**src/common/isr_pkg.sv**
```systemverilog
/*
 * Shared constants and types for the two-wire slave receiver block:
 * register offsets, control field positions, reset values, status codes
 * and the state encoding of the receive sequencer.
 * Assumes a 32-bit APB register port with word-aligned registers.
 */
package isr_pkg;

   // ==========================================================
   // Register byte offsets
   localparam logic [7:0] OFF_FLAG_SET   = 8'h00;
   localparam logic [7:0] OFF_STATUS     = 8'h04;
   localparam logic [7:0] OFF_BYTE_BUF   = 8'h08;
   localparam logic [7:0] OFF_OWN_ADDR   = 8'h0C;
   localparam logic [7:0] OFF_FLAG_CLR   = 8'h10;
   localparam logic [7:0] OFF_RATE_CFG   = 8'h14;
   localparam logic [7:0] OFF_IRQ_STATUS = 8'h18;
   localparam logic [7:0] OFF_IRQ_MASK   = 8'h1C;

   // ==========================================================
   // Control field positions in the flag set register; general call enable is own-address bit zero
   localparam int BIT_ENABLE = 6;
   localparam int BIT_BEGIN  = 5;
   localparam int BIT_HALT   = 4;
   localparam int BIT_SI     = 3;
   localparam int BIT_ACK_EN = 2;
   localparam int BIT_GC_EN  = 0;
   localparam logic [7:0] CTRL_WR_MASK = 8'h7C;

   // ==========================================================
   // Reset values
   localparam logic [7:0]  RST_CTRL     = 8'h00;
   localparam logic [7:0]  RST_OWN_ADDR = 8'h00;
   localparam logic [7:0]  RST_BYTE_BUF = 8'h00;
   localparam logic [15:0] RST_RATE_CFG = 16'h0000;
   localparam logic [2:0]  RST_IRQ      = 3'h0;

   // ==========================================================
   // Status codes, general call address and bits per byte
   localparam logic [7:0] ST_OWN_W        = 8'h60;
   localparam logic [7:0] ST_OWN_W_LOST   = 8'h68;
   localparam logic [7:0] ST_GC           = 8'h70;
   localparam logic [7:0] ST_GC_LOST      = 8'h78;
   localparam logic [7:0] ST_OWN_DATA_ACK = 8'h80;
   localparam logic [7:0] ST_OWN_DATA_NAK = 8'h88;
   localparam logic [7:0] ST_GC_DATA_ACK  = 8'h90;
   localparam logic [7:0] ST_GC_DATA_NAK  = 8'h98;
   localparam logic [7:0] ST_STOP_SEEN    = 8'hA0;
   localparam logic [7:0] ST_NO_INFO      = 8'hF8;
   localparam logic [7:0] GC_ADDRESS      = 8'h00;
   localparam logic [3:0] BITS_PER_BYTE   = 4'h8;

   // ==========================================================
   // Types
   typedef enum logic [4:0] {
      ISR_IDLE = 5'h01,
      ISR_ADDR = 5'h02,
      ISR_DATA = 5'h04,
      ISR_ACK  = 5'h08,
      ISR_HOLD = 5'h10
   } isr_state_t;

   // Open-drain line pair as seen by the pads.
   typedef struct packed {
      logic scl;
      logic sda;
   } isr_lines_t;

endpackage

```
**src/hdl/isr_slave_rx.sv**
```systemverilog
/*
 * Two-wire bus slave receiver with an APB register port.
 * Detects start and stop, matches its own or the general call address,
 * acknowledges per the acknowledge enable bit, posts status codes and
 * stretches the clock after an acknowledge clock while the serial interrupt flag is set.
 * Assumes pad logic resolves the open-drain wires from the enables, and
 * that arbitration-loss pulses come from master logic on pclk.
 */
`timescale 1ns/100ps

// Functional notes
// - Match incoming address against upper seven own-address bits.
// - Own-address bit zero enables answering general call address zero.
// - Rate settings have no effect on slave behaviour.
// - Acknowledge own or general call address only with ack enable set.
// - Enter receiver operation only on own address with write bit or on general call.
// - After own address plus write, set flag and post status.
// - Own address acked gives 0x60; next byte acked per ack enable.
// - After lost arbitration, own address plus write gives 0x68.
// - General call acked gives 0x70, or 0x78 after lost arbitration.
// - Own-address byte acked gives 0x80 with byte in buffer.
// - Own-address byte not acked gives 0x88 and unaddressed state.
// - Begin request pending while unaddressed raises start once bus free.
// - General call byte acked gives 0x90; next ack per enable.
// - Clearing ack enable mid-transfer not-acks the next byte.
// - Ack enable clear ignores addresses but keeps watching the bus.
module isr_slave_rx (
   input  wire logic              pclk,           // APB clock, 250 MHz
   input  wire logic              presetn,        // Asynchronous reset, low
   input  wire logic              psel,           // APB select
   input  wire logic              penable,        // APB access phase
   input  wire logic              pwrite,         // APB direction
   input  wire logic [7:0]        paddr,          // APB byte address
   input  wire logic [31:0]       pwdata,         // APB write data
   output logic      [31:0]       prdata,         // APB read data
   output logic                   pready,         // APB ready
   output logic                   pslverr,        // APB error, unmapped
   input  wire isr_pkg::isr_lines_t line_in,      // Wire levels from pads
   output isr_pkg::isr_lines_t    line_oe,        // High pulls wire low
   input  wire logic              arb_lost,       // Master lost arbitration
   output logic                   start_request,  // Master may send start
   output logic                   irq             // Level interrupt
);

   // ==========================================================
   // Line synchronisers and edge detection
   logic [1:0] scl_sync;
   logic [1:0] sda_sync;
   logic       scl_prev;
   logic       sda_prev;

   // Two flops per wire; only the second stage feeds logic.
   always_ff @(posedge pclk or negedge presetn) begin
      if (!presetn) begin
         scl_sync <= 2'h3;
         sda_sync <= 2'h3;
         scl_prev <= 1'b1;
         sda_prev <= 1'b1;
      end else begin
         scl_sync <= {scl_sync[0], line_in.scl};
         sda_sync <= {sda_sync[0], line_in.sda};
         scl_prev <= scl_sync[1];
         sda_prev <= sda_sync[1];
      end
   end

   wire scl_now  = scl_sync[1];
   wire sda_now  = sda_sync[1];
   wire scl_rise = scl_now & ~scl_prev;
   wire scl_fall = ~scl_now & scl_prev;
   // Start and stop are data edges while the clock stays high.
   wire start_seen = scl_now & scl_prev & sda_prev & ~sda_now;
   wire stop_seen  = scl_now & scl_prev & ~sda_prev & sda_now;

   // ==========================================================
   // Register state
   logic [7:0]  ctrl;
   logic [7:0]  own_addr;
   logic [7:0]  byte_buf;
   logic [7:0]  status;
   logic [15:0] rate_cfg;
   logic [2:0]  irq_stat;
   logic [2:0]  irq_mask;
   logic [31:0] rd_word;

   wire enable   = ctrl[isr_pkg::BIT_ENABLE];
   wire begin_rq = ctrl[isr_pkg::BIT_BEGIN];
   wire si       = ctrl[isr_pkg::BIT_SI];
   wire ack_en   = ctrl[isr_pkg::BIT_ACK_EN];
   wire gc_en    = own_addr[isr_pkg::BIT_GC_EN];

   // ==========================================================
   // APB decode; zero wait states, error on unmapped addresses
   wire setup    = psel & ~penable;
   wire access   = psel & penable;
   wire hit_set  = paddr == isr_pkg::OFF_FLAG_SET;
   wire hit_stat = paddr == isr_pkg::OFF_STATUS;
   wire hit_buf  = paddr == isr_pkg::OFF_BYTE_BUF;
   wire hit_adr  = paddr == isr_pkg::OFF_OWN_ADDR;
   wire hit_clr  = paddr == isr_pkg::OFF_FLAG_CLR;
   wire hit_rate = paddr == isr_pkg::OFF_RATE_CFG;
   wire hit_ist  = paddr == isr_pkg::OFF_IRQ_STATUS;
   wire hit_imsk = paddr == isr_pkg::OFF_IRQ_MASK;
   wire mapped   = hit_set | hit_stat | hit_buf | hit_adr | hit_clr |
                   hit_rate | hit_ist | hit_imsk;
   wire wr       = access & pwrite & mapped;
   wire [7:0] set_mask = (wr & hit_set) ? (pwdata[7:0] & isr_pkg::CTRL_WR_MASK) : 8'h00;
   wire [7:0] clr_mask = (wr & hit_clr) ? (pwdata[7:0] & isr_pkg::CTRL_WR_MASK) : 8'h00;
   wire [2:0] ist_clr  = (wr & hit_ist) ? pwdata[2:0] : 3'h0;

   assign pready  = 1'b1;
   assign pslverr = access & ~mapped;

   // Read selection; the status register is read-only.
   assign rd_word = hit_set  ? {24'h0, ctrl} :
                    hit_clr  ? {24'h0, ctrl} :
                    hit_stat ? {24'h0, status} :
                    hit_buf  ? {24'h0, byte_buf} :
                    hit_adr  ? {24'h0, own_addr} :
                    hit_rate ? {16'h0, rate_cfg} :
                    hit_ist  ? {29'h0, irq_stat} :
                    hit_imsk ? {29'h0, irq_mask} : 32'h0;

   // Read data is captured in the setup cycle so it leaves a flop.
   always_ff @(posedge pclk or negedge presetn) begin
      if (!presetn) begin
         prdata <= 32'h0;
      end else if (setup & ~pwrite) begin
         prdata <= rd_word;
      end
   end

   // ==========================================================
   // Receive sequencer state
   localparam isr_pkg::isr_state_t ISR_IDLE = isr_pkg::ISR_IDLE;
   localparam isr_pkg::isr_state_t ISR_ADDR = isr_pkg::ISR_ADDR;
   localparam isr_pkg::isr_state_t ISR_DATA = isr_pkg::ISR_DATA;
   localparam isr_pkg::isr_state_t ISR_ACK  = isr_pkg::ISR_ACK;
   localparam isr_pkg::isr_state_t ISR_HOLD = isr_pkg::ISR_HOLD;
   isr_pkg::isr_state_t state;
   isr_pkg::isr_state_t next_state;
   logic [3:0] bit_cnt;
   logic [7:0] shift;
   logic       ack_go;
   logic       addr_phase;
   logic       addressed;
   logic       by_gc;
   logic       lost;
   logic       bus_busy;

   wire byte_done = scl_fall & (bit_cnt == isr_pkg::BITS_PER_BYTE);
   wire own_match = shift[7:1] == own_addr[7:1];
   wire gc_match  = (shift == isr_pkg::GC_ADDRESS) & gc_en;
   // ack enable clear ignores both addresses
   wire take_own  = own_match & ~shift[0] & ack_en;
   wire take_gc   = gc_match & ack_en;
   wire stop_addr = (stop_seen | start_seen) & addressed;

   // rate settings never enter the slave path.
   // Next state of the sequencer; start and stop take priority.
   always_comb begin
      next_state = state;
      case (state)
         ISR_IDLE: next_state = state;
         ISR_ADDR: begin
            if (byte_done) begin
               next_state = (take_own | take_gc) ? ISR_ACK : ISR_IDLE;
            end
         end
         ISR_DATA: begin
            if (byte_done) begin
               next_state = ISR_ACK;
            end
         end
         ISR_ACK: begin
            if (scl_fall) begin
               next_state = ISR_HOLD;
            end
         end
         ISR_HOLD: begin
            if (!si) begin
               next_state = addressed ? ISR_DATA : ISR_IDLE;
            end
         end
         default: next_state = ISR_IDLE;
      endcase
      if (!enable) begin
         next_state = ISR_IDLE;
      end else if (start_seen) begin
         next_state = ISR_ADDR;
      end else if (stop_seen) begin
         next_state = ISR_IDLE;
      end
   end

   // Status code posted at the end of an acknowledge clock.
   wire [7:0] addr_code = by_gc ? (lost ? isr_pkg::ST_GC_LOST : isr_pkg::ST_GC) :
                                  (lost ? isr_pkg::ST_OWN_W_LOST : isr_pkg::ST_OWN_W);
   wire [7:0] data_code = by_gc ? (ack_go ? isr_pkg::ST_GC_DATA_ACK : isr_pkg::ST_GC_DATA_NAK) :
                                  (ack_go ? isr_pkg::ST_OWN_DATA_ACK : isr_pkg::ST_OWN_DATA_NAK);
   wire ack_end   = enable & ~start_seen & ~stop_seen & (state == ISR_ACK) & scl_fall;
   wire stop_post = enable & stop_addr;
   wire hw_si     = ack_end | stop_post;
   wire [2:0] ev  = {stop_post, ack_end & ~addr_phase, ack_end & addr_phase};

   // Sequencer registers.
   always_ff @(posedge pclk or negedge presetn) begin
      if (!presetn) begin
         state <= ISR_IDLE;
      end else begin
         state <= next_state;
      end
   end

   // Bit counter and shifter advance on each clock rise in the address and data states.
   always_ff @(posedge pclk or negedge presetn) begin
      if (!presetn) begin
         bit_cnt <= 4'h0;
         shift   <= 8'h00;
      end else if (start_seen | (state == ISR_ACK)) begin
         bit_cnt <= 4'h0;
      end else if (scl_rise & ((state == ISR_ADDR) | (state == ISR_DATA))) begin
         bit_cnt <= bit_cnt + 4'h1;
         shift   <= {shift[6:0], sda_now};
      end
   end

   // Address and acknowledge bookkeeping.
   always_ff @(posedge pclk or negedge presetn) begin
      if (!presetn) begin
         ack_go     <= 1'b0;
         addr_phase <= 1'b0;
         addressed  <= 1'b0;
         by_gc      <= 1'b0;
      end else if (!enable | start_seen | stop_seen) begin
         ack_go     <= 1'b0;
         addr_phase <= 1'b0;
         addressed  <= 1'b0;
         by_gc      <= 1'b0;
      end else if (byte_done & (state == ISR_ADDR)) begin
         ack_go     <= take_own | take_gc;
         addr_phase <= 1'b1;
         addressed  <= take_own | take_gc;
         by_gc      <= take_gc & ~take_own;
      end else if (byte_done & (state == ISR_DATA)) begin
         ack_go     <= ack_en;
         addr_phase <= 1'b0;
      end else if (ack_end & ~addr_phase & ~ack_go) begin
         // a not-acked byte drops the address
         addressed  <= 1'b0;
      end
   end

   // Lost arbitration is remembered until the next address report.
   always_ff @(posedge pclk or negedge presetn) begin
      if (!presetn) begin
         lost <= 1'b0;
      end else if (arb_lost) begin
         lost <= 1'b1;
      end else if (ack_end & addr_phase) begin
         lost <= 1'b0;
      end
   end

   always_ff @(posedge pclk or negedge presetn) begin
      if (!presetn) begin
         status <= isr_pkg::ST_NO_INFO;
      end else if (stop_post) begin
         status <= isr_pkg::ST_STOP_SEEN;
      end else if (ack_end) begin
         status <= addr_phase ? addr_code : data_code;
      end else if (clr_mask[isr_pkg::BIT_SI]) begin
         status <= isr_pkg::ST_NO_INFO;
      end
   end

   // Bus busy tracking feeds the deferred start request.
   always_ff @(posedge pclk or negedge presetn) begin
      if (!presetn) begin
         bus_busy <= 1'b0;
      end else if (start_seen) begin
         bus_busy <= 1'b1;
      end else if (stop_seen) begin
         bus_busy <= 1'b0;
      end
   end

   // start once bus free and unaddressed
   assign start_request = enable & begin_rq & ~bus_busy & ~addressed & (state == ISR_IDLE);

   // ==========================================================
   // Pad drive; the acknowledge decision as it will stand next cycle.
   logic ack_go_next;
   assign ack_go_next = (byte_done & (state == ISR_ADDR)) ? (take_own | take_gc) :
                        (byte_done & (state == ISR_DATA)) ? ack_en : ack_go;

   // Both enables come straight from flops, so the pads never see a glitch.
   always_ff @(posedge pclk or negedge presetn) begin
      if (!presetn) begin
         line_oe <= '0;
      end else begin
         line_oe.sda <= (next_state == ISR_ACK) & ack_go_next;
         line_oe.scl <= (next_state == ISR_HOLD) & (si | hw_si);
      end
   end

   // ==========================================================
   // Software registers. The hardware flag set wins over a clear.
   always_ff @(posedge pclk or negedge presetn) begin
      if (!presetn) begin
         ctrl <= isr_pkg::RST_CTRL;
      end else begin
         ctrl <= ((ctrl | set_mask) & ~clr_mask) | {4'h0, hw_si, 3'h0};
      end
   end

   always_ff @(posedge pclk or negedge presetn) begin
      if (!presetn) begin
         own_addr <= isr_pkg::RST_OWN_ADDR;
         rate_cfg <= isr_pkg::RST_RATE_CFG;
         irq_mask <= isr_pkg::RST_IRQ;
      end else if (wr) begin
         own_addr <= hit_adr ? pwdata[7:0] : own_addr;
         rate_cfg <= hit_rate ? pwdata[15:0] : rate_cfg;
         irq_mask <= hit_imsk ? pwdata[2:0] : irq_mask;
      end
   end

   // A received byte overrides a software write in the same cycle.
   always_ff @(posedge pclk or negedge presetn) begin
      if (!presetn) begin
         byte_buf <= isr_pkg::RST_BYTE_BUF;
      end else if (byte_done & (state == ISR_DATA) & enable) begin
         byte_buf <= shift;
      end else if (wr & hit_buf) begin
         byte_buf <= pwdata[7:0];
      end
   end

   // Sticky events: addressed, byte received, stop while addressed.
   always_ff @(posedge pclk or negedge presetn) begin
      if (!presetn) begin
         irq_stat <= isr_pkg::RST_IRQ;
      end else begin
         irq_stat <= (irq_stat & ~ist_clr) | ev;
      end
   end
   assign irq = |(irq_stat & irq_mask);
endmodule

```
**config.mk**
```make
export PLATFORM = sky130hd
export DESIGN_NAME = isr_slave_rx
export DESIGN_NICKNAME = d
export VERILOG_FILES = /design/src/common/isr_pkg.sv /design/src/hdl/isr_slave_rx.sv
export SDC_FILE = /design/constraint.sdc
export NUM_CORES = 1
export LEC_CHECK = 0
export BUFFER_PORTS_ARGS = -buffer_cell sky130_fd_sc_hd__clkbuf_2
export CORE_ASPECT_RATIO = 0.75
export CORE_UTILIZATION = 55
export DETAILED_ROUTE_END_ITERATION = 12
export PLACE_DENSITY = 0.83
export SYNTH_ARGS = -nofsm -noshare
export SYNTH_HDL_FRONTEND = slang
export SYNTH_SLANG_ARGS = --single-unit
```
**constraint.sdc**
```tcl
create_clock -name pclk -period 2.3 [get_ports pclk]
set_input_delay 0.345 -clock pclk [delete_from_list [all_inputs] [get_ports pclk]]
set_output_delay 0.345 -clock pclk [all_outputs]
set_load 0.02 [all_outputs]
```
==> flow_summary.toml <==
[pwr]
p_leak_nw = 2.47
vdd_drop_max_uv = 462
p_per_area_mw_per_mm2 = 631
fin_total_pwr_w = 0.00337

[grt]
gr-usage-met2 = 0.404
grt_start_max_net_pins = 56
grt_pass1_vias = 3353
grt_overflow_total = 0
grt-busiest-layer = "met2"
use_met1 = 0.365
grtUsageMet3 = 0.0778
grt_pass1_wl_um = 17200
gr-usage-all-layers = 0.262
antenna_found_initial = 0

[final_layout]
final_nets = 540
area_growth_pct = 14.3
fin_cells = 600
num_antenna_cells = 0
register_area_mm2 = 0.00239
multi_input_area_mm2 = 0.00209
nFillCells = 597
layout-drive-gt1-share = 0.269

[run_status]
status = "finished, final reports clean"

[clocking]
clk_pin_slew_ns = 0.07
cts_buffer_depth = 2
clock_sinks = 95
tritoncts = "done"
clockRootBuffer = "clkbuf_16"
htreeDepth = 3
cts_setup_buffers = 0
cts_buffers = 9
clock_latency_ns = 0.34

[worst_hold_path]
hold_start = "line_in[0]"
hold_class = "input port to register"
hold_path_end = "sda_sync[0]"
holdPathStages = 1

[critical_path]
crit_type = "register to register"
max_stage_delay_ns = 0.64
critical_path.startpoint_type = "register"
r2r_cells = 4
cp.arrival_ns = 2.38
required_ns = 2.52
path_cells = "or3_1 -> or4b_1 -> buf_4 -> mux2_1"
slowest_stage = "or4b_1"
path_max_fanout = 8
ff2ff_setup_slack_ns = 0.14
reg2reg_to = "shift[5]"
worstReg2RegStart = "state[4]"
end_kind = "register"

[floorplan]
die_h_um = 81.8
io_pins = 86
die_area_mm2 = 0.00886
fp.coreArea_mm2 = 0.00806
die_width_um = 108
start_util = 0.579
fp-row-count = 28

[place]
dp_hpwl_um = 7920
place_inst = 583
port-buffer-count = 52
place_congestion = 0.955

[routing]
ant_nets = 0
dr.first_iter.drc_count = 303
drc_errors = 0
vias_per_cell = 6.10
first_pass_iters = 5
dr_total_vias = 3660
wire_per_inst_um = 18.3
routed_wl_um = 11000

[timing]
slew_headroom = 0.539
fmax_mhz = 463
rsz0062_at_grt = "false"
finalHoldViolCount = 0
setup_viol = 0
slew_viol_final = 0
fin_crit_ns = 2.16
finalSetupTns_ns = 0
finalClockSkew_ns = 0.00617
period_share = 0.939
tightest_slew_ns = 0.690

[yosys]
yosysTopAreaCellShare = 0.445
syn_avg_cell_area_um2 = 10.8
synth_common_cells = "dfrtp_1 (83), nor2_1 (35), mux2_2 (31)"
synthFlopType = "dfrtp_1"
ys_seq_area_frac = 0.513
syn_inst = 431
synth_top_area_cell = "dfrtp_1"
syn_area_mm2 = 0.00467
ys_async_sr_fraction = 1.00
yosysUniqueCellTypes = 62
synthMostInstantiatedCell = "dfrtp_1"
ys_warn_count = 0
synth_edf_count = 0
synth.area.top_cells = "dfrtp_1 (45%), mux2_2 (7.5%), dfstp_2 (6.8%)"
synth.ff_latch_count = 95

[job]
maxCapViolCount = 0
layout make-up:
cell class                      count  share of cell area
Timing Repair Buffer               67              0.0732
Multi-Input combinational cell    305               0.392
Clock inverter                      4             0.00540
Tap cell                          105              0.0246
Sequential cell                    95               0.449
Inverter                           12             0.00845
Clock buffer                       12              0.0481
through the flow:
stage / util / area (µm²) / hold WS (ns) / setup WS, ns
2_1_floorplan: - / 4720 / 0.0494 / 0.331
3_5_place_dp: 0.625 / 5040 / 0.347 / 0.176
5_1_grt: 0.662 / 5330 / 0.0625 / 0.0614
4_1_cts: 0.662 / 5330 / 0.0710 / 0.152
3_3_place_gp: 0.625 / 5040 / 0.346 / 0.229
6_report: 0.662 / 5330 / 0.0801 / 0.140
cells in the final DEF, fill, tap and decap left out, types with 3 or more instances in the layout:
cell       netlist  routed
mux2_1           5       5
mux2i_1         17      17
conb_1           2      17
o221a_2          3       3
clkbuf_16        0       9
o21ai_0         16      16
a22oi_1          4       4
clkbuf_2         0      51
o41ai_1          3       3
o21a_1           3       3
a22o_1          11      11
nor4b_1          3       3
mux2_2          31      31
nor2b_1          6       6
nand3_1         11      11
nor2_1          35      35
dfrtp_1         83      83
nor3_1           9       9
dfstp_2         12      12
a21oi_1         23      23
inv_1           12      12
nand4_1          3       3
nand2_1         24      24
xnor2_1         11      11
a31oi_1          7       7
a211oi_1         3       3
nand2b_1         7       7
nor3b_1          3       3
or3_1            4       4
buf_4           17      14
and3_1           8       8
flip-flops by register name, summed over array words and instances (netlist names), 2 cells and up:
register,cells
prdata,16
rate_cfg,16
byte_buf,8
own_addr,8
shift,8
ctrl,5
state,5
status,5
bit_cnt,4
irq_mask,3
irq_stat,3
line_oe,2
scl_sync,2
sda_sync,2
kinds of logic (layout without fill, tap and decap cells):
kind of cell             count (synthesis)  after routing  synth area share
AND/OR/NAND/NOR                        130            130             0.149
flip-flops                              95             95             0.513
AO/OA/AOI/OAI                           92             92             0.136
multiplexers                            53             53             0.123
buffers and inverters                   46             95            0.0520
XOR/XNOR                                11             11            0.0206
adder cells (fa/ha/maj)                  2              2           0.00536
other                                    2             17           0.00161
metal layers:
layer  part of all wire  vias up  wire [µm]
met5                  0        -          0
met4              0.014        0        155
met3              0.070       19        772
met2               0.46      154       5100
met1               0.45     1840       4950
li1                   -     1647          -
worst max-delay path: cells and delay by family (launching register included):
| kind | cells | cell delay, ns |
|---|---|---|
| muxes | 1 | 0.32 |
| and+or+nand+nor | 2 | 1.04 |
| DFF | 1 | 0.43 |
| buffers and inverters | 1 | 0.24 |
power by group:
| group | internal, W | leakage (nW) | switching (W) |
|---|---|---|---|
| clock | 0.000795 | 0.135 | 0.000634 |
| sequential | 0.00170 | 1.20 | 0.0000196 |
| combinational | 0.0000696 | 1.14 | 0.000153 |
| total | 0.00256 | 2.47 | 0.000806 |
what timing repair did:
item,4_1_cts,5_1_grt
hold buffers,1,0
setup endpoints to repair,0,0
endpoints found under the hold margin,19,0
gates resized for setup,0,0
worst max-delay path by stage:
stage,start,end
6_report,state[4],shift[5]
2_1_floorplan,state[4],shift[3]
3_3_place_gp,state[4],shift[6]
3_5_place_dp,state[4],shift[5]
5_1_grt,state[4],shift[5]
4_1_cts,state[4],shift[5]
Power figures use the tool's default switching activity.
